**config.mk**
```make
export PLATFORM = sky130hd
export DESIGN_NAME = reset_interrupt_control_unit
export DESIGN_NICKNAME = d
export VERILOG_FILES = /design/src/verilog/prescale_counter.v /design/src/verilog/reset_interrupt_control_unit.v
export VERILOG_INCLUDE_DIRS = /design/src /design/src/verilog
export SDC_FILE = /design/constraint.sdc
export NUM_CORES = 1
export LEC_CHECK = 0
export ABC_AREA = 0
export BUFFER_PORTS_ARGS = -buffer_cell sky130_fd_sc_hd__buf_2
export CAP_MARGIN = 20
export CORE_ASPECT_RATIO = 2
export CORE_UTILIZATION = 50
export DETAILED_ROUTE_END_ITERATION = 16
export GPL_ROUTABILITY_DRIVEN = 0
export PLACE_DENSITY = 0.8
export REMOVE_ABC_BUFFERS = 1
export SYNTH_ARGS = -nofsm -noshare
export SYNTH_HDL_FRONTEND = slang
export SYNTH_HIERARCHICAL = 1
export SYNTH_SLANG_ARGS = --single-unit
```
**constraint.sdc**
```tcl
create_clock -name MCLK_I -period 3.4 [get_ports MCLK_I]
set_clock_uncertainty 0.15 [all_clocks]
set_input_delay 0 -clock MCLK_I [delete_from_list [all_inputs] [get_ports MCLK_I]]
set_output_delay 0 -clock MCLK_I [all_outputs]
set_load 0.005 [all_outputs]
```
**src/verilog/reset_interrupt_control_regs.vh**
```
`ifndef RESET_INTERRUPT_CONTROL_REGS_VH
`define RESET_INTERRUPT_CONTROL_REGS_VH

// ****************************************************************
// Prescale counter geometry
// ****************************************************************
`define PRESCALE_WIDTH        13
`define PRESCALE_RESET        13'h0000

// ****************************************************************
// Timing counts, in crystal reference cycles
// ****************************************************************
`define LONG_RECOVERY_CYCLES  13'h1000
`define SHORT_RECOVERY_CYCLES 13'h0020
`define PIN_DRIVE_CYCLES      13'h0020
`define RESET_HOLD_CYCLES     13'h0020

// ****************************************************************
// Reset status register field positions
// ****************************************************************
`define RSR_WIDTH             6
`define RSR_POWER_ON_BIT      5
`define RSR_WATCHDOG_BIT      4
`define RSR_ILLEGAL_OP_BIT    3
`define RSR_ILLEGAL_ADDR_BIT  2
`define RSR_MONITOR_BIT       1
`define RSR_LOW_VOLTAGE_BIT   0
`define RSR_RESET             6'h20

// ****************************************************************
// Interrupt sources and vector selection codes
// ****************************************************************
`define IRQ_COUNT             16
`define VEC_WIDTH             5
`define VEC_RESET             5'h00
`define VEC_SOFTWARE_TRAP     5'h01
`define VEC_FLAG_OFFSET       5'h01

`endif

```
**src/verilog/prescale_counter.v**
```verilog
`timescale 1ns/1ns

// ****************************************************************
// Prescale counter: advances once per crystal falling-edge tick
// ****************************************************************
module prescale_counter #(
    parameter WIDTH = 13
) (
    input  wire             clk_i,
    input  wire             arst_n_i,
    input  wire             tick_i,     // One-cycle advance strobe
    input  wire             clear_i,    // Synchronous clear, wins over tick
    output reg  [WIDTH-1:0] count_o,    // Current count
    output reg              wrap_o      // Pulse on all-ones to zero
);

    // ****************************************************************
    // Counter and overflow pulse
    // ****************************************************************
    // Wrap is only flagged on a natural rollover, never on a clear
    always @(posedge clk_i or negedge arst_n_i) begin
        if (!arst_n_i) begin
            count_o <= {WIDTH{1'b0}};
            wrap_o  <= 1'b0;
        end else if (clear_i) begin
            count_o <= {WIDTH{1'b0}};
            wrap_o  <= 1'b0;
        end else if (tick_i) begin
            count_o <= count_o + {{(WIDTH-1){1'b0}}, 1'b1};
            wrap_o  <= &count_o;
        end else begin
            wrap_o  <= 1'b0;
        end
    end

endmodule // prescale_counter

```
**src/verilog/reset_interrupt_control_unit.v**
```verilog
`timescale 1ns/1ns
`include "reset_interrupt_control_regs.vh"

module reset_interrupt_control_unit #(
    parameter IRQ_COUNT = `IRQ_COUNT,
    parameter CNT_WIDTH = `PRESCALE_WIDTH
) (
    input  wire                  MCLK_I,
    input  wire                  ARST_N_I,
    input  wire                  CRYSTAL_REF_CLK_I,
    input  wire                  POWER_ON_RESET_I,
    input  wire                  LOW_VOLTAGE_DETECT_I,
    input  wire                  WATCHDOG_TIMEOUT_I,
    input  wire                  MONITOR_ENTRY_RESET_I,
    input  wire                  CPU_ILLEGAL_OP_I,
    input  wire                  CPU_OPCODE_FETCH_I,
    input  wire                  UNMAPPED_ADDR_I,
    input  wire                  CPU_STOP_I,
    input  wire                  STOP_ENABLE_I,
    input  wire                  STOP_WAKE_I,
    input  wire                  SHORT_STOP_RECOVERY_SEL_I,
    input  wire                  RST_PIN_I,
    input  wire                  TEST_HV_RST_I,
    input  wire                  TEST_HV_IRQ_I,
    input  wire                  MONITOR_MODE_I,
    input  wire                  BREAK_STATE_I,
    input  wire                  RSR_CLEAR_I,
    input  wire [IRQ_COUNT-1:0]  IRQ_REQ_I,
    input  wire [IRQ_COUNT-1:0]  IRQ_EN_I,
    input  wire                  CPU_IMASK_I,
    input  wire                  CPU_INSTR_DONE_I,
    input  wire                  CPU_SWI_I,
    input  wire                  CPU_INT_SERVICED_I,
    output reg                   RST_PIN_O,
    output reg                   RST_PIN_OE_N_O,
    output reg                   INTERNAL_RESET_O,
    output reg                   BUS_CLK_EN_O,
    output reg                   WATCHDOG_TICK_O,
    output reg                   WATCHDOG_DISABLE_O,
    output reg  [`RSR_WIDTH-1:0] RESET_STATUS_O,
    output reg  [IRQ_COUNT-1:0]  INT_STATUS_O,
    output reg                   INT_PENDING_O,
    output reg  [`VEC_WIDTH-1:0] VECTOR_SEL_O,
    output reg                   STACK_PC_MINUS_ONE_O
);

    // ****************************************************************
    // Sequencer states
    // ****************************************************************
    localparam [2:0] S_IDLE    = 3'h0;  // Running, bus clocks on
    localparam [2:0] S_LONG    = 3'h1;  // Power-on or low-voltage settle
    localparam [2:0] S_DRIVE   = 3'h2;  // Pin driven low
    localparam [2:0] S_HOLD    = 3'h3;  // Pin released, reset still held
    localparam [2:0] S_STOP    = 3'h4;  // Stopped, counter held clear
    localparam [2:0] S_RECOVER = 3'h5;  // Stop recovery timing

    // ****************************************************************
    // Declarations
    // ****************************************************************
    reg  [2:0]           state_r;       // Sequencer state
    reg  [2:0]           state_nxt;     // Next sequencer state
    reg                  clr_cnt;       // Clear request to the counter
    reg                  xclk_d_r;      // Crystal clock, one cycle late
    reg                  short_stop_recovery_select_r;       // Sampled short recovery select
    reg                  latched_r;     // An interrupt is latched
    wire                 xclk_fall;     // Crystal falling-edge tick
    wire [CNT_WIDTH-1:0] cnt;           // Prescale count
    wire                 cnt_wrap;      // Prescale overflow pulse
    wire                 illegal_stop;  // Stop while stop is disabled
    wire                 illegal_op;    // Any illegal opcode event
    wire                 illegal_addr;  // Opcode fetch from a hole
    wire                 long_src;      // Sources needing the long settle
    wire                 short_src;     // Sources needing the short pulse
    wire                 internal_src;  // Any internal reset source
    wire                 ext_reset;     // Pin low while we are not driving
    wire                 seq_reset;     // Sequencer holds reset
    wire                 stop_ok;       // Legal stop entry
    wire                 wd_disable;    // High-voltage disable decode
    wire [IRQ_COUNT-1:0] hw_pending;    // Enabled hardware requests
    wire [CNT_WIDTH-1:0] recover_limit; // Selected stop recovery length

    // ****************************************************************
    // Priority pick: lowest flag number wins, 0 when none
    // ****************************************************************
    function [`VEC_WIDTH-1:0] first_flag;
        input [IRQ_COUNT-1:0] req;
        integer k;
        begin
            first_flag = {`VEC_WIDTH{1'b0}};
            for (k = IRQ_COUNT - 1; k >= 0; k = k - 1) begin
                if (req[k]) begin
                    first_flag = k[`VEC_WIDTH-1:0] + 5'h01;
                end
            end
        end
    endfunction

    // ****************************************************************
    // Source decode
    // ****************************************************************
    // Crystal input is synchronous to MCLK; it must run at or below MCLK/2
    assign xclk_fall    = xclk_d_r & ~CRYSTAL_REF_CLK_I;
    assign illegal_stop = CPU_STOP_I & ~STOP_ENABLE_I;
    assign illegal_op   = CPU_ILLEGAL_OP_I | illegal_stop;
    // Data fetches never qualify, only the opcode strobe does
    assign illegal_addr = UNMAPPED_ADDR_I & CPU_OPCODE_FETCH_I;
    assign long_src     = POWER_ON_RESET_I | LOW_VOLTAGE_DETECT_I;
    assign short_src    = illegal_op | illegal_addr | WATCHDOG_TIMEOUT_I
                        | MONITOR_ENTRY_RESET_I;
    assign internal_src = long_src | short_src;
    assign stop_ok      = CPU_STOP_I & STOP_ENABLE_I;
    // Our own drive also pulls the pin low, so mask it out
    assign ext_reset    = ~RST_PIN_I & RST_PIN_OE_N_O;
    assign seq_reset    = (state_r == S_LONG) | (state_r == S_DRIVE)
                        | (state_r == S_HOLD);
    assign recover_limit = short_stop_recovery_select_r ? `SHORT_RECOVERY_CYCLES
                                   : `LONG_RECOVERY_CYCLES;
    // Pure gating: a noise glitch on one input alone cannot disable
    assign wd_disable   = (MONITOR_MODE_I & (TEST_HV_RST_I | TEST_HV_IRQ_I))
                        | (BREAK_STATE_I & TEST_HV_RST_I);
    assign hw_pending   = IRQ_REQ_I & IRQ_EN_I;

    // ****************************************************************
    // Prescale counter
    // ****************************************************************
    prescale_counter #(
        .WIDTH    (CNT_WIDTH)
    ) u_prescale (
        .clk_i    (MCLK_I),
        .arst_n_i (ARST_N_I),
        .tick_i   (xclk_fall),
        .clear_i  (clr_cnt),
        .count_o  (cnt),
        .wrap_o   (cnt_wrap)
    );

    // ****************************************************************
    // Sequencer next state
    // ****************************************************************
    // Counter is cleared on internal reset entry, at each reset phase change except hold exit, and in stop
    always @* begin
        state_nxt = state_r;
        clr_cnt   = 1'b0;
        if (long_src && state_r != S_LONG) begin
            state_nxt = S_LONG;
            clr_cnt   = 1'b1;
        end else begin
            case (state_r)
                S_IDLE: begin
                    if (short_src) begin
                        state_nxt = S_DRIVE;
                        clr_cnt   = 1'b1;
                    end else if (stop_ok) begin
                        state_nxt = S_STOP;
                        clr_cnt   = 1'b1;
                    end
                end
                S_LONG: begin
                    if (xclk_fall && cnt == `LONG_RECOVERY_CYCLES - 13'h0001) begin
                        state_nxt = S_DRIVE;
                        clr_cnt   = 1'b1;
                    end
                end
                S_DRIVE: begin
                    if (xclk_fall && cnt == `PIN_DRIVE_CYCLES - 13'h0001) begin
                        state_nxt = S_HOLD;
                        clr_cnt   = 1'b1;
                    end
                end
                S_HOLD: begin
                    // No clear on exit: counter keeps running from here
                    if (xclk_fall && cnt == `RESET_HOLD_CYCLES - 13'h0001) begin
                        state_nxt = S_IDLE;
                    end
                end
                S_STOP: begin
                    clr_cnt = 1'b1;
                    if (short_src) begin
                        state_nxt = S_DRIVE;
                    end else if (STOP_WAKE_I || ext_reset) begin
                        state_nxt = S_RECOVER;
                    end
                end
                S_RECOVER: begin
                    if (short_src) begin
                        state_nxt = S_DRIVE;
                        clr_cnt   = 1'b1;
                    end else if (xclk_fall && cnt == recover_limit - 13'h0001) begin
                        state_nxt = S_IDLE;
                    end
                end
                default: begin
                    state_nxt = S_IDLE;
                end
            endcase
        end
    end

    // ****************************************************************
    // Sequencer registers and pin drive
    // ****************************************************************
    // Reset comes up as a power-on sequence, so clocks stay off
    // External pin reset holds reset but never touches the counter
    always @(posedge MCLK_I or negedge ARST_N_I) begin
        if (!ARST_N_I) begin
            state_r          <= S_LONG;
            xclk_d_r         <= 1'b0;
            short_stop_recovery_select_r          <= 1'b0;
            RST_PIN_O        <= 1'b0;
            RST_PIN_OE_N_O   <= 1'b0;
            INTERNAL_RESET_O <= 1'b1;
            BUS_CLK_EN_O     <= 1'b0;
        end else begin
            state_r          <= state_nxt;
            xclk_d_r         <= CRYSTAL_REF_CLK_I;
            RST_PIN_O        <= 1'b0;
            // Pin drive: long settle and the short drive window
            RST_PIN_OE_N_O   <= ~((state_nxt == S_LONG) | (state_nxt == S_DRIVE));
            INTERNAL_RESET_O <= (state_nxt == S_LONG) | (state_nxt == S_DRIVE)
                              | (state_nxt == S_HOLD) | ext_reset;
            BUS_CLK_EN_O     <= (state_nxt == S_IDLE);
            // Sampled once, at the moment stop is left for recovery
            if (state_r == S_STOP && state_nxt == S_RECOVER) begin
                short_stop_recovery_select_r <= SHORT_STOP_RECOVERY_SEL_I;
            end
        end
    end

    // ****************************************************************
    // Watchdog tick and disable
    // ****************************************************************
    // One-cycle pulse per prescaler rollover clocks the watchdog
    always @(posedge MCLK_I or negedge ARST_N_I) begin
        if (!ARST_N_I) begin
            WATCHDOG_TICK_O    <= 1'b0;
            WATCHDOG_DISABLE_O <= 1'b0;
        end else begin
            WATCHDOG_TICK_O    <= cnt_wrap;
            WATCHDOG_DISABLE_O <= wd_disable;
        end
    end

    // ****************************************************************
    // Reset status register
    // ****************************************************************
    // Set beats a same-cycle software clear; power-on clears others
    always @(posedge MCLK_I or negedge ARST_N_I) begin
        if (!ARST_N_I) begin
            RESET_STATUS_O <= `RSR_RESET;
        end else if (POWER_ON_RESET_I) begin
            RESET_STATUS_O <= `RSR_RESET;
        end else begin
            if (RSR_CLEAR_I) begin
                RESET_STATUS_O <= {`RSR_WIDTH{1'b0}};
            end
            if (illegal_op) begin
                RESET_STATUS_O[`RSR_ILLEGAL_OP_BIT] <= 1'b1;
            end
            if (illegal_addr) begin
                RESET_STATUS_O[`RSR_ILLEGAL_ADDR_BIT] <= 1'b1;
            end
            if (LOW_VOLTAGE_DETECT_I) begin
                RESET_STATUS_O[`RSR_LOW_VOLTAGE_BIT] <= 1'b1;
            end
            if (WATCHDOG_TIMEOUT_I) begin
                RESET_STATUS_O[`RSR_WATCHDOG_BIT] <= 1'b1;
            end
            if (MONITOR_ENTRY_RESET_I) begin
                RESET_STATUS_O[`RSR_MONITOR_BIT] <= 1'b1;
            end
        end
    end

    // ****************************************************************
    // Interrupt status flags
    // ****************************************************************
    genvar g;
    generate
        for (g = 0; g < IRQ_COUNT; g = g + 1) begin : g_flag
            // One flag per maskable source, shown whether enabled or not
            always @(posedge MCLK_I or negedge ARST_N_I) begin
                if (!ARST_N_I) begin
                    INT_STATUS_O[g] <= 1'b0;
                end else begin
                    INT_STATUS_O[g] <= IRQ_REQ_I[g];
                end
            end
        end
    endgenerate

    // ****************************************************************
    // Interrupt latch and arbitration
    // ****************************************************************
    // Arbitration runs only at an instruction boundary with no latch held
    // or with the held latch serviced that cycle; a held latch blocks any newcomer until it is serviced
    always @(posedge MCLK_I or negedge ARST_N_I) begin
        if (!ARST_N_I) begin
            latched_r            <= 1'b0;
            INT_PENDING_O        <= 1'b0;
            VECTOR_SEL_O         <= `VEC_RESET;
            STACK_PC_MINUS_ONE_O <= 1'b0;
        end else if (seq_reset || ext_reset) begin
            // Reset outranks everything and selects its own vector
            latched_r            <= 1'b0;
            INT_PENDING_O        <= 1'b0;
            VECTOR_SEL_O         <= `VEC_RESET;
            STACK_PC_MINUS_ONE_O <= 1'b0;
        end else if (CPU_INSTR_DONE_I && (!latched_r || CPU_INT_SERVICED_I)) begin
            if (CPU_SWI_I) begin
                latched_r            <= 1'b1;
                INT_PENDING_O        <= 1'b1;
                VECTOR_SEL_O         <= `VEC_SOFTWARE_TRAP;
                STACK_PC_MINUS_ONE_O <= 1'b0;
            end else if (!CPU_IMASK_I && (|hw_pending)) begin
                latched_r            <= 1'b1;
                INT_PENDING_O        <= 1'b1;
                VECTOR_SEL_O         <= first_flag(hw_pending) + `VEC_FLAG_OFFSET;
                STACK_PC_MINUS_ONE_O <= 1'b1;
            end else begin
                latched_r     <= 1'b0;
                INT_PENDING_O <= 1'b0;
            end
        end else if (CPU_INT_SERVICED_I) begin
            latched_r     <= 1'b0;
            INT_PENDING_O <= 1'b0;
        end
    end

endmodule // reset_interrupt_control_unit

```
==> results of run 1 <==
## power by group through the flow
stage	Sequential, mW	Clock (mW)	Combinational, mW
after floorplan	0.744	0	0.136
after global placement	0.754	0	0.237
after detailed placement	0.755	0	0.244
after CTS	0.745	0.435	0.282
after global routing	0.755	0.459	0.319
final	0.748	0.432	0.291
## cell type report
type / instances / area, sq um / area share [%]
clock inverters: 2 / 35.0 / 0.958
flip-flops and latches: 53 / 1330 / 36.4
inverters: 6 / 22.5 / 0.616
clock buffers: 6 / 72.6 / 1.98
multi-input cells: 191 / 1220 / 33.3
well taps: 57 / 71.3 / 1.95
repair buffers: 136 / 908 / 24.8
## per-layer routing
layer / up-vias / wire length, um / track usage, %
met3: 27 / 423 / 5.99
met1: 1285 / 2550 / 32.3
met5: - / 0 / 0
met4: 0 / 361 / 17.3
li1: 1235 / - / -
met2: 131 / 4430 / 57.4
## cells in the mapped netlist, types with 3 or more instances
cell type and instances:
nand4_1 9, nand3_1 8, nor3_1 4, inv_1 6, nor4_1 3, a21oi_1 14, a22o_1 4, clkbuf_1 3
dfstp_2 3, o31ai_1 6, nor2b_1 6, dfrtp_1 50, and4_1 3, nand2b_1 6, o21ai_0 8, or4_1 5
and2_1 4, nor2_1 27, a22oi_1 6, xnor2_1 4, nand2_1 24, a31oi_1 4
## repair_timing
action                                 in CTS  in global routing
setup buffers                               0                  0
endpoints found under the hold margin      59                  0
hold buffers                               44                  0
resized for setup                           0                  0
## sequential cells by signal, indices dropped and copies added, names as in the netlist
signal                        cells
RST_PIN_OE_N_O                    1
xclk_d_r                          1
INTERNAL_RESET_O                  1
WATCHDOG_TICK_O                   1
INT_STATUS_O                     16
short_stop_recovery_select_r      1
u_prescale/wrap_o                 1
WATCHDOG_DISABLE_O                1
u_prescale/count_o               13
STACK_PC_MINUS_ONE_O              1
BUS_CLK_EN_O                      1
RESET_STATUS_O                    6
INT_PENDING_O                     1
VECTOR_SEL_O                      5
state_r                           3
## critical path, cell delays in order (launching register included)
cell and delay (ns):
dfrtp_1 0.46, or4_4 0.58, nor3_1 0.20, nand4_1 0.12, o311ai_0 0.27, o21ai_0 0.14, nand3_1 0.20, o211ai_1 0.24
nor4_1 0.32, mux2_2 0.38
## cell families (layout without fill, tap and decap cells)
kind of cell | count (synthesis) | count (layout) | synth area share [%]
muxes | 5 | 5 | 2.21
adders and majority gates | 2 | 2 | 0.962
other | 1 | 1 | 0.144
xor gates and xnor gates | 6 | 6 | 2.02
buffers and inverters | 12 | 150 | 2.07
AOI/OAI and AO/OA | 65 | 65 | 17.8
and+or+nand+nor | 112 | 112 | 23.7
DFF | 53 | 53 | 51.1
## worst paths after layout
kind / start / end / slack, ns / cells after the start
min in group asynchronous: ARST_N_I / WATCHDOG_DISABLE_O / 0.07 / 2
worst max-delay path: u_prescale/count_o[8] / u_prescale/count_o[11] / 0.25 / 9
worst max register to register: u_prescale/count_o[8] / u_prescale/count_o[11] / 0.25 / 9
worst min-delay path: IRQ_EN_I[15] / VECTOR_SEL_O[4] / 0.03 / 4
max in group asynchronous: ARST_N_I / u_prescale/count_o[10] / 2.27 / 3
worst min register to register: u_prescale/wrap_o / WATCHDOG_TICK_O / 0.20 / 0
## per-stage QoR
stage / cell area [sq um] / utilization [%] / power [mW] / hold WS, ns
final: 3660 / 73.8 / 1.47 / 0.0274
after global routing: 3660 / 73.8 / 1.53 / 0.0669
after CTS: 3660 / 73.8 / 1.46 / 0.0143
after detailed placement: 3110 / 62.8 / 0.999 / -0.0976
after global placement: 3110 / 62.8 / 0.991 / -0.113
after floorplan: 2570 / - / 0.880 / -0.446
==> flow_metrics.tcl, run 1 <==
set metrics [dict create \
    diodes 0 \
    worstSetupPathType "reg -> reg" \
    routed_wirelength_um 7760 \
    dr_total_vias 2678 \
    n_fill_cell 357 \
    synthesis.area_sq_mm 0.00260 \
    period_needed_ns 3.15 \
    cts.clk_slew.worst_paths_ns 0.10 \
    fp.dieH_um 104 \
    cp-start-kind "flop" \
    hold_violations 0 \
    drc 0 \
    synth_top_area_share_pct 48.1 \
    drv_cap 0 \
    dp_cells 399 \
    p_int_mw 1.04 \
    relSlewSlack_pct 56.4 \
    dp_hpwl_um 5160 \
    wl_per_cell_um 17.2 \
    synth.distinct_cells 56 \
    tns_ns 0 \
    grt_pass1_vias 2769 \
    setup_ws_ns 0.254 \
    combPwrFrac_pct 19.8 \
    start_util_pct 52.5 \
    synth_area_per_cell_sq_um 10.2 \
    worstPathMaxFanout 8 \
    io_pins 91 \
    core_sq_mm 0.00495 \
    area_delta_synth_final_pct 40.6 \
    clock_path_buffers 2 \
    mostFrequentLayoutCell "buf_2" \
    synthTopCellsByArea "dfrtp_1, nor2_1, nand2_1" \
    synth-seq-cells 53 \
    arrival_ns 3.21 \
    rows 36 \
    htreeDepth 2 \
    seq_power_share_pct 50.8 \
    tightest_slew_ns 0.649 \
    final_antenna_net_count 0 \
    min_path_type "in -> reg" \
    instances_no_fill 451 \
    synth_edf_count 0 \
    cts_buffers 5 \
    io_buffers 89 \
    grt_max_degree 29 \
    grt.total_usage_pct 32.0 \
    worstPathRequired_ns 3.46 \
    switching_share_pct 29.6 \
    end_kind "flop" \
    clk_latency_ns 0.32 \
    max-vdd-ir-drop_v 0.000474 \
    grt_pass1_wl_um 12700 \
    tritoncts "yes" \
    pre_cts_ws_ns 0.278 \
    drive_above_1_share_pct 29.2 \
    ys_warn_count 6 \
    power_density_mw_per_mm2 402 \
    finalSetupViolations 0 \
    antenna_found_initial 0 \
    p_leak_nw 1.70 \
    async_reset_ff_share_pct 100 \
    final-max-slew-violation-count 0 \
    drt-vias-per-instance 5.94 \
    nNetsFinal 451 \
    p_switching_mw 0.435 \
    cts_root_buffer "clkbuf_8" \
    fin_crit_sh_pct 92.5 \
    max_freq_ghz 0.318 \
    first_pass_iters 5 \
    rsz0062_at_grt "false" \
    clock-sinks 53 \
    status "complete, no violations" \
    synth_cells 256 \
    pwr-share-clk_pct 29.4 \
    die_w_um 53 \
    drtIter0Drc 129 \
    ys_seq_area_share_pct 51.1 \
    synth_top_area_cell "dfrtp_1" \
    grt_overflow 0 \
    final_cell_mix "buf_2, dfrtp_1, dlygate4sd3_1" \
    die_area_sq_mm 0.00551 \
    yosys_most_used_dff "dfrtp_1" \
]
Note: power is estimated with default switching activity, not from simulation.
==> run 2: changes to the inputs <==
- CORE_UTILIZATION: 50 -> 49
- PLACE_DENSITY: 0.8 -> 0.85
- SYNTH_HIERARCHICAL: 1 -> unset
==> flow_metrics.tcl, run 2 <==
set metrics [dict create \
    power_density_mw_per_mm2 366 \
    fin_crit_sh_pct 102 \
    synth_area_per_cell_sq_um 10.1 \
    io_pins 91 \
    finalSetupViolations 1 \
    wl_per_cell_um 18.4 \
    synthMuxAreaShare_pct 1.82 \
    synth_common_cells "dfrtp_1, nor2_1, nand2_1, a21oi_1" \
    grt_pass1_wl_um 12900 \
    seq_power_share_pct 52.9 \
    htreeDepth 2 \
    hold_violations 0 \
    dp_hpwl_um 4730 \
    ys_warn_count 0 \
    synthesis.area_sq_mm 0.00254 \
    p_int_mw 0.946 \
    drt-vias-per-instance 6.04 \
    worstPathMaxFanout 3 \
    drv_cap 0 \
    yosysMostFrequentCell "dfrtp_1" \
    clock_path_buffers 2 \
    synth.distinct_cells 53 \
    final_antenna_net_count 0 \
    relSlewSlack_pct 29.8 \
    dp_cells 392 \
    diodes 0 \
    violations "setup timing" \
    switching_share_pct 28.8 \
    worstPathRequired_ns 3.50 \
    synth_edf_count 0 \
    regMostFlops "INT_STATUS_O" \
    die_area_sq_mm 0.00550 \
    grt_overflow 0 \
    synthTopCellsByArea "dfrtp_1, nor2_1, nand2_1" \
    drtIter0Drc 100 \
    tns_ns -0.0789 \
    yosys_most_used_dff "dfrtp_1" \
    drc 0 \
    synth_top_family_by_area "simple AND/OR/NAND/NOR gates" \
    rows 36 \
    final_util_pct 73.9 \
    reg2reg_depth 6 \
    grt_pass1_vias 2915 \
    final-max-slew-violation-count 0 \
    n_fill_cell 333 \
    whs_ns 0.0255 \
    synth-seq-cells 53 \
    synth-xor-area-share_pct 4.82 \
    period_needed_ns 3.48 \
    synth_compound_gate_area_share_pct 15.7 \
    final_cell_mix "buf_2, dfrtp_1, dlygate4sd3_1" \
    largest_register_ffs 16 \
    antenna_found_initial 0 \
    nNetsFinal 449 \
    first_pass_iters 4 \
    instances_no_fill 449 \
    setup_ws_ns -0.0789 \
    synth_top_area_share_pct 49.2 \
    drive_above_1_share_pct 29.1 \
    end_kind "flop" \
    cts_root_buffer "clkbuf_8" \
    synthAdderAreaFrac_pct 1.38 \
    cts_buffers 5 \
    combPwrFrac_pct 20.1 \
    p_leak_nw 1.74 \
    die_w_um 52.9 \
    worstSetupPathType "in -> reg" \
    clk_latency_ns 0.31 \
    async_reset_ff_share_pct 100 \
    status "finished with violations" \
    max-vdd-ir-drop_v 0.000450 \
    core_sq_mm 0.00491 \
    synth_cells 251 \
    tightest_slew_ns 1.05 \
    pwr-share-clk_pct 27.0 \
    cts.clk_slew.worst_paths_ns 0.10 \
    grt.total_usage_pct 31.6 \
    synth_top_area_cell "dfrtp_1" \
    area_delta_synth_final_pct 42.6 \
    p_switching_mw 0.383 \
    mostFrequentLayoutCell "buf_2" \
    start_util_pct 51.8 \
    fp.dieH_um 104 \
    cp-start-kind "input port" \
    clock-sinks 53 \
    tritoncts "yes" \
    grt_max_degree 46 \
    min_path_type "in -> async" \
    io_buffers 89 \
    top_regs "INT_STATUS_O (16), u_prescale.count_o (13), RESET_STATUS_O (6)" \
    dr_total_vias 2712 \
    ys_seq_area_share_pct 52.3 \
    max_freq_ghz 0.287 \
    pre_cts_ws_ns 1.13 \
    arrival_ns 3.58 \
    yosys.area_share.simple_pct 21.5 \
    routed_wirelength_um 8260 \
]
==> run 2: changes by cell type in the layout (fill, tap and decap cells not counted), moves of 3 or more <==
cell	change
xor2_1	+7
nor3_1	+5
o31ai_1	-5
nand2_1	+4
or4_1	-4
a21oi_1	-3
and2_1	-3
nor2_1	+3
nor2b_1	-3
==> run 2: per-layer routing <==
layer	wire length, um	part of all wire, %	track usage (%)	vias to the layer above
met5	0	0	0	-
met4	549	6.6	20.7	0
met3	525	6.4	7.16	51
met2	4580	55	57.0	167
met1	2600	32	29.1	1304
li1	-	-	-	1190
==> run 2: power by group through the flow <==
stage                     logic (mW)  registers, mW  clock network, mW
after floorplan                0.101          0.711                  0
after global placement         0.193          0.710                  0
after detailed placement       0.202          0.713                  0
after CTS                      0.242          0.701              0.354
after global routing           0.289          0.709              0.378
final                          0.267          0.703              0.358
==> run 2: layout make-up <==
cell class	count	area [sq um]	area share, %
clock buffer	7	76.3	2.10
clock inverter	1	7.51	0.207
inverter	8	30.0	0.828
multi-input combinational	184	1160	32.1
sequential	53	1330	36.7
tap	57	71.3	1.97
timing repair buffer	139	948	26.1
==> run 2: cells by family after synthesis <==
| group | count (synthesis) |
|---|---|
| DFF | 53 |
| buffers and inverters | 14 |
| and+or+nand+nor | 109 |
| AOI/OAI and AO/OA | 53 |
| adders and majority gates | 3 |
| other | 1 |
| muxes | 4 |
| xor gates and xnor gates | 14 |
==> run 2: metrics by stage <==
stage / area (sq um) / power (mW)
global route: 3630 / 1.38
finish: 3630 / 1.33
floorplan: 2510 / 0.812
CTS: 3580 / 1.30
global placement: 3040 / 0.903
detailed placement: 3040 / 0.915
==> run 2: critical path: stages <==
cell	delay [ns]
dlygate4sd3_1	0.53
buf_2	0.15
a22oi_1	0.28
a21oi_1	0.12
o21ai_0	0.22
nand2_1	0.17
a32oi_2	0.27
ha_2	0.25
inv_1	0.05
o21ai_0	0.18
nand4_1	0.13
dlygate4sd3_1	0.61
nand2_1	0.07
dlygate4sd3_1	0.54
==> run 2: final timing paths <==
check | from | end | slack, ns
max | IRQ_REQ_I[11] | VECTOR_SEL_O[4] | -0.08
min | ARST_N_I | INT_STATUS_O[8] | 0.03
max reg2reg | state_r[1] | VECTOR_SEL_O[4] | 0.51
min reg2reg | u_prescale.wrap_o | WATCHDOG_TICK_O | 0.21
max in group asynchronous | ARST_N_I | INTERNAL_RESET_O | 2.47
min in group MCLK_I | CPU_STOP_I | state_r[2] | 0.07
==> run 2: repair_timing <==
item,CTS,global route
hold endpoints to repair,76,0
hold buffers,46,0
buffers inserted,0,2
setup endpoints to repair,0,1
gates resized for setup,0,3
==> run 3: changes to the inputs <==
- RECOVER_POWER: unset -> 25
==> flow_metrics.tcl, run 3 (same netlist as run 2, synthesis figures left out) <==
set metrics [dict create \
    rrSetupSlack_ns 0.51 \
    fin_crit_sh_pct 101 \
    largest_register_ffs 16 \
    mostFrequentLayoutCell "buf_2" \
    clk_latency_ns 0.31 \
    pwr-share-clk_pct 27.0 \
    drc 0 \
    routed_wirelength_um 8260 \
    finalSetupViolations 1 \
    first_pass_iters 4 \
    relSlewSlack_pct 23.5 \
    core_sq_mm 0.00491 \
    wl_per_cell_um 18.4 \
    grt_pass1_vias 2915 \
    final_cell_mix "buf_2, dfrtp_1, dlygate4sd3_1" \
    placed_area_sq_mm 0.00304 \
    grt_overflow 0 \
    rows 36 \
    pre_cts_ws_ns 1.13 \
    p_switching_mw 0.384 \
    area_delta_synth_final_pct 41.8 \
    hold-path-cell-count 4 \
    io_pins 91 \
    final_area_sq_mm 0.00361 \
    period_needed_ns 3.44 \
    cts.clk_slew.worst_paths_ns 0.09 \
    dp_hpwl_um 4730 \
    diodes 0 \
    grt_max_degree 46 \
    die_w_um 52.9 \
    max-vdd-ir-drop_v 0.000450 \
    regMostFlops "INT_STATUS_O" \
    antenna_found_initial 0 \
    status "finished with violations" \
    seq_area_sq_mm 0.00133 \
    nNetsFinal 449 \
    cp-start-kind "input port" \
    fp.dieH_um 104 \
    reg2reg_depth 6 \
    top_regs "INT_STATUS_O (16), u_prescale.count_o (13), RESET_STATUS_O (6)" \
    drive_above_1_share_pct 25.0 \
    arrival_ns 3.54 \
    switching_share_pct 28.9 \
    min_from "CPU_STOP_I" \
    p_leak_nw 1.70 \
    end_kind "flop" \
    worstReg2RegEnd "VECTOR_SEL_O[4]" \
    drt-vias-per-instance 5.99 \
    grt.total_usage_pct 31.6 \
    p_int_mw 0.943 \
    min_path_type "in -> reg" \
    n_fill_cell 344 \
    final_antenna_net_count 0 \
    cts_buffers 5 \
    worstPathRequired_ns 3.50 \
    whs_ns 0.0674 \
    drv_cap 0 \
    hold_violations 0 \
    worstSetupPathType "in -> reg" \
    max_freq_ghz 0.291 \
    r2r_start "state_r[1]" \
    setup_ws_ns -0.0377 \
    combPwrFrac_pct 20.0 \
    io_buffers 89 \
    tritoncts "yes" \
    clock-sinks 53 \
    drtIter0Drc 107 \
    min_delay_worst_endpoint "state_r[2]" \
    seq_power_share_pct 53.0 \
    worstPathMaxFanout 3 \
    cts_root_buffer "clkbuf_8" \
    start_util_pct 51.8 \
    multiInputGateArea_sq_mm 0.00116 \
    tns_ns -0.0377 \
    tightest_slew_ns 1.15 \
    die_area_sq_mm 0.00550 \
    power_density_mw_per_mm2 368 \
    violations "setup timing" \
    grt_pass1_wl_um 12900 \
    dr_total_vias 2689 \
    htreeDepth 2 \
    final-max-slew-violation-count 0 \
    clock_path_buffers 2 \
]
[run 3: cell count changes in the layout (fill, tap and decap cells not counted), sizes merged]
cell / delta
clkbuf: +16
buf: -16
[run 3: stage by stage]
step | util, % | instances | power, mW
floorplan | - | 245 | 0.812
global placement | 61.9 | 392 | 0.903
detailed placement | 61.9 | 392 | 0.915
CTS | 73.0 | 446 | 1.30
global route | 73.5 | 449 | 1.37
finish | 73.5 | 449 | 1.33
[run 3: worst max path at each step]
stage | start | to | cells past startpoint
4_1_cts | IRQ_REQ_I[7] | VECTOR_SEL_O[4] | 14
3_3_place_gp | u_prescale.count_o[9] | short_stop_recovery_select_r | 6
3_5_place_dp | u_prescale.count_o[0] | u_prescale.count_o[8] | 6
5_1_grt | IRQ_REQ_I[11] | VECTOR_SEL_O[4] | 14
6_report | IRQ_REQ_I[11] | VECTOR_SEL_O[4] | 14
2_1_floorplan | u_prescale.count_o[0] | short_stop_recovery_select_r | 7
[run 3: power groups by stage]
stage                     combinational, mW  sequential, mW  clock (mW)
final                                 0.265           0.703       0.358
after global routing                  0.287           0.710       0.378
after CTS                             0.242           0.701       0.354
after detailed placement              0.202           0.713           0
after global placement                0.193           0.710           0
after floorplan                       0.101           0.711           0
[run 3: what timing repair did]
| item | CTS | global route |
|---|---|---|
| endpoints found under the setup margin | 0 | 1 |
| hold buffers | 46 | 0 |
| resized for setup | 0 | 3 |
| hold endpoints to repair | 76 | 0 |
| setup buffers | 0 | 2 |
[run 3: final cells by class]
cell class	count	area share [%]
Sequential cell	53	36.9
Multi-Input combinational cell	184	32.3
Timing Repair Buffer	139	25.7
Clock buffer	7	2.12
Tap cell	57	1.98
Inverter	8	0.832
Clock inverter	1	0.208
[run 3: per-layer routing]
metal / vias up / global-route usage (%) / part of all wire [%]
met5: - / 0 / 0
met4: 0 / 20.7 / 6.3
met3: 47 / 7.16 / 6.6
met2: 166 / 57.0 / 56
met1: 1285 / 29.1 / 31
li1: 1191 / - / -
[run 3: worst max-delay path, stage by stage]
cell	delay, ns
dlygate4sd3_1	0.53
buf_2	0.14
a22oi_1	0.26
a21oi_1	0.11
o21ai_0	0.22
nand2_1	0.17
a32oi_2	0.27
ha_2	0.25
inv_1	0.05
o21ai_0	0.18
nand4_1	0.12
dlygate4sd3_1	0.61
nand2_1	0.07
dlygate4sd3_1	0.54
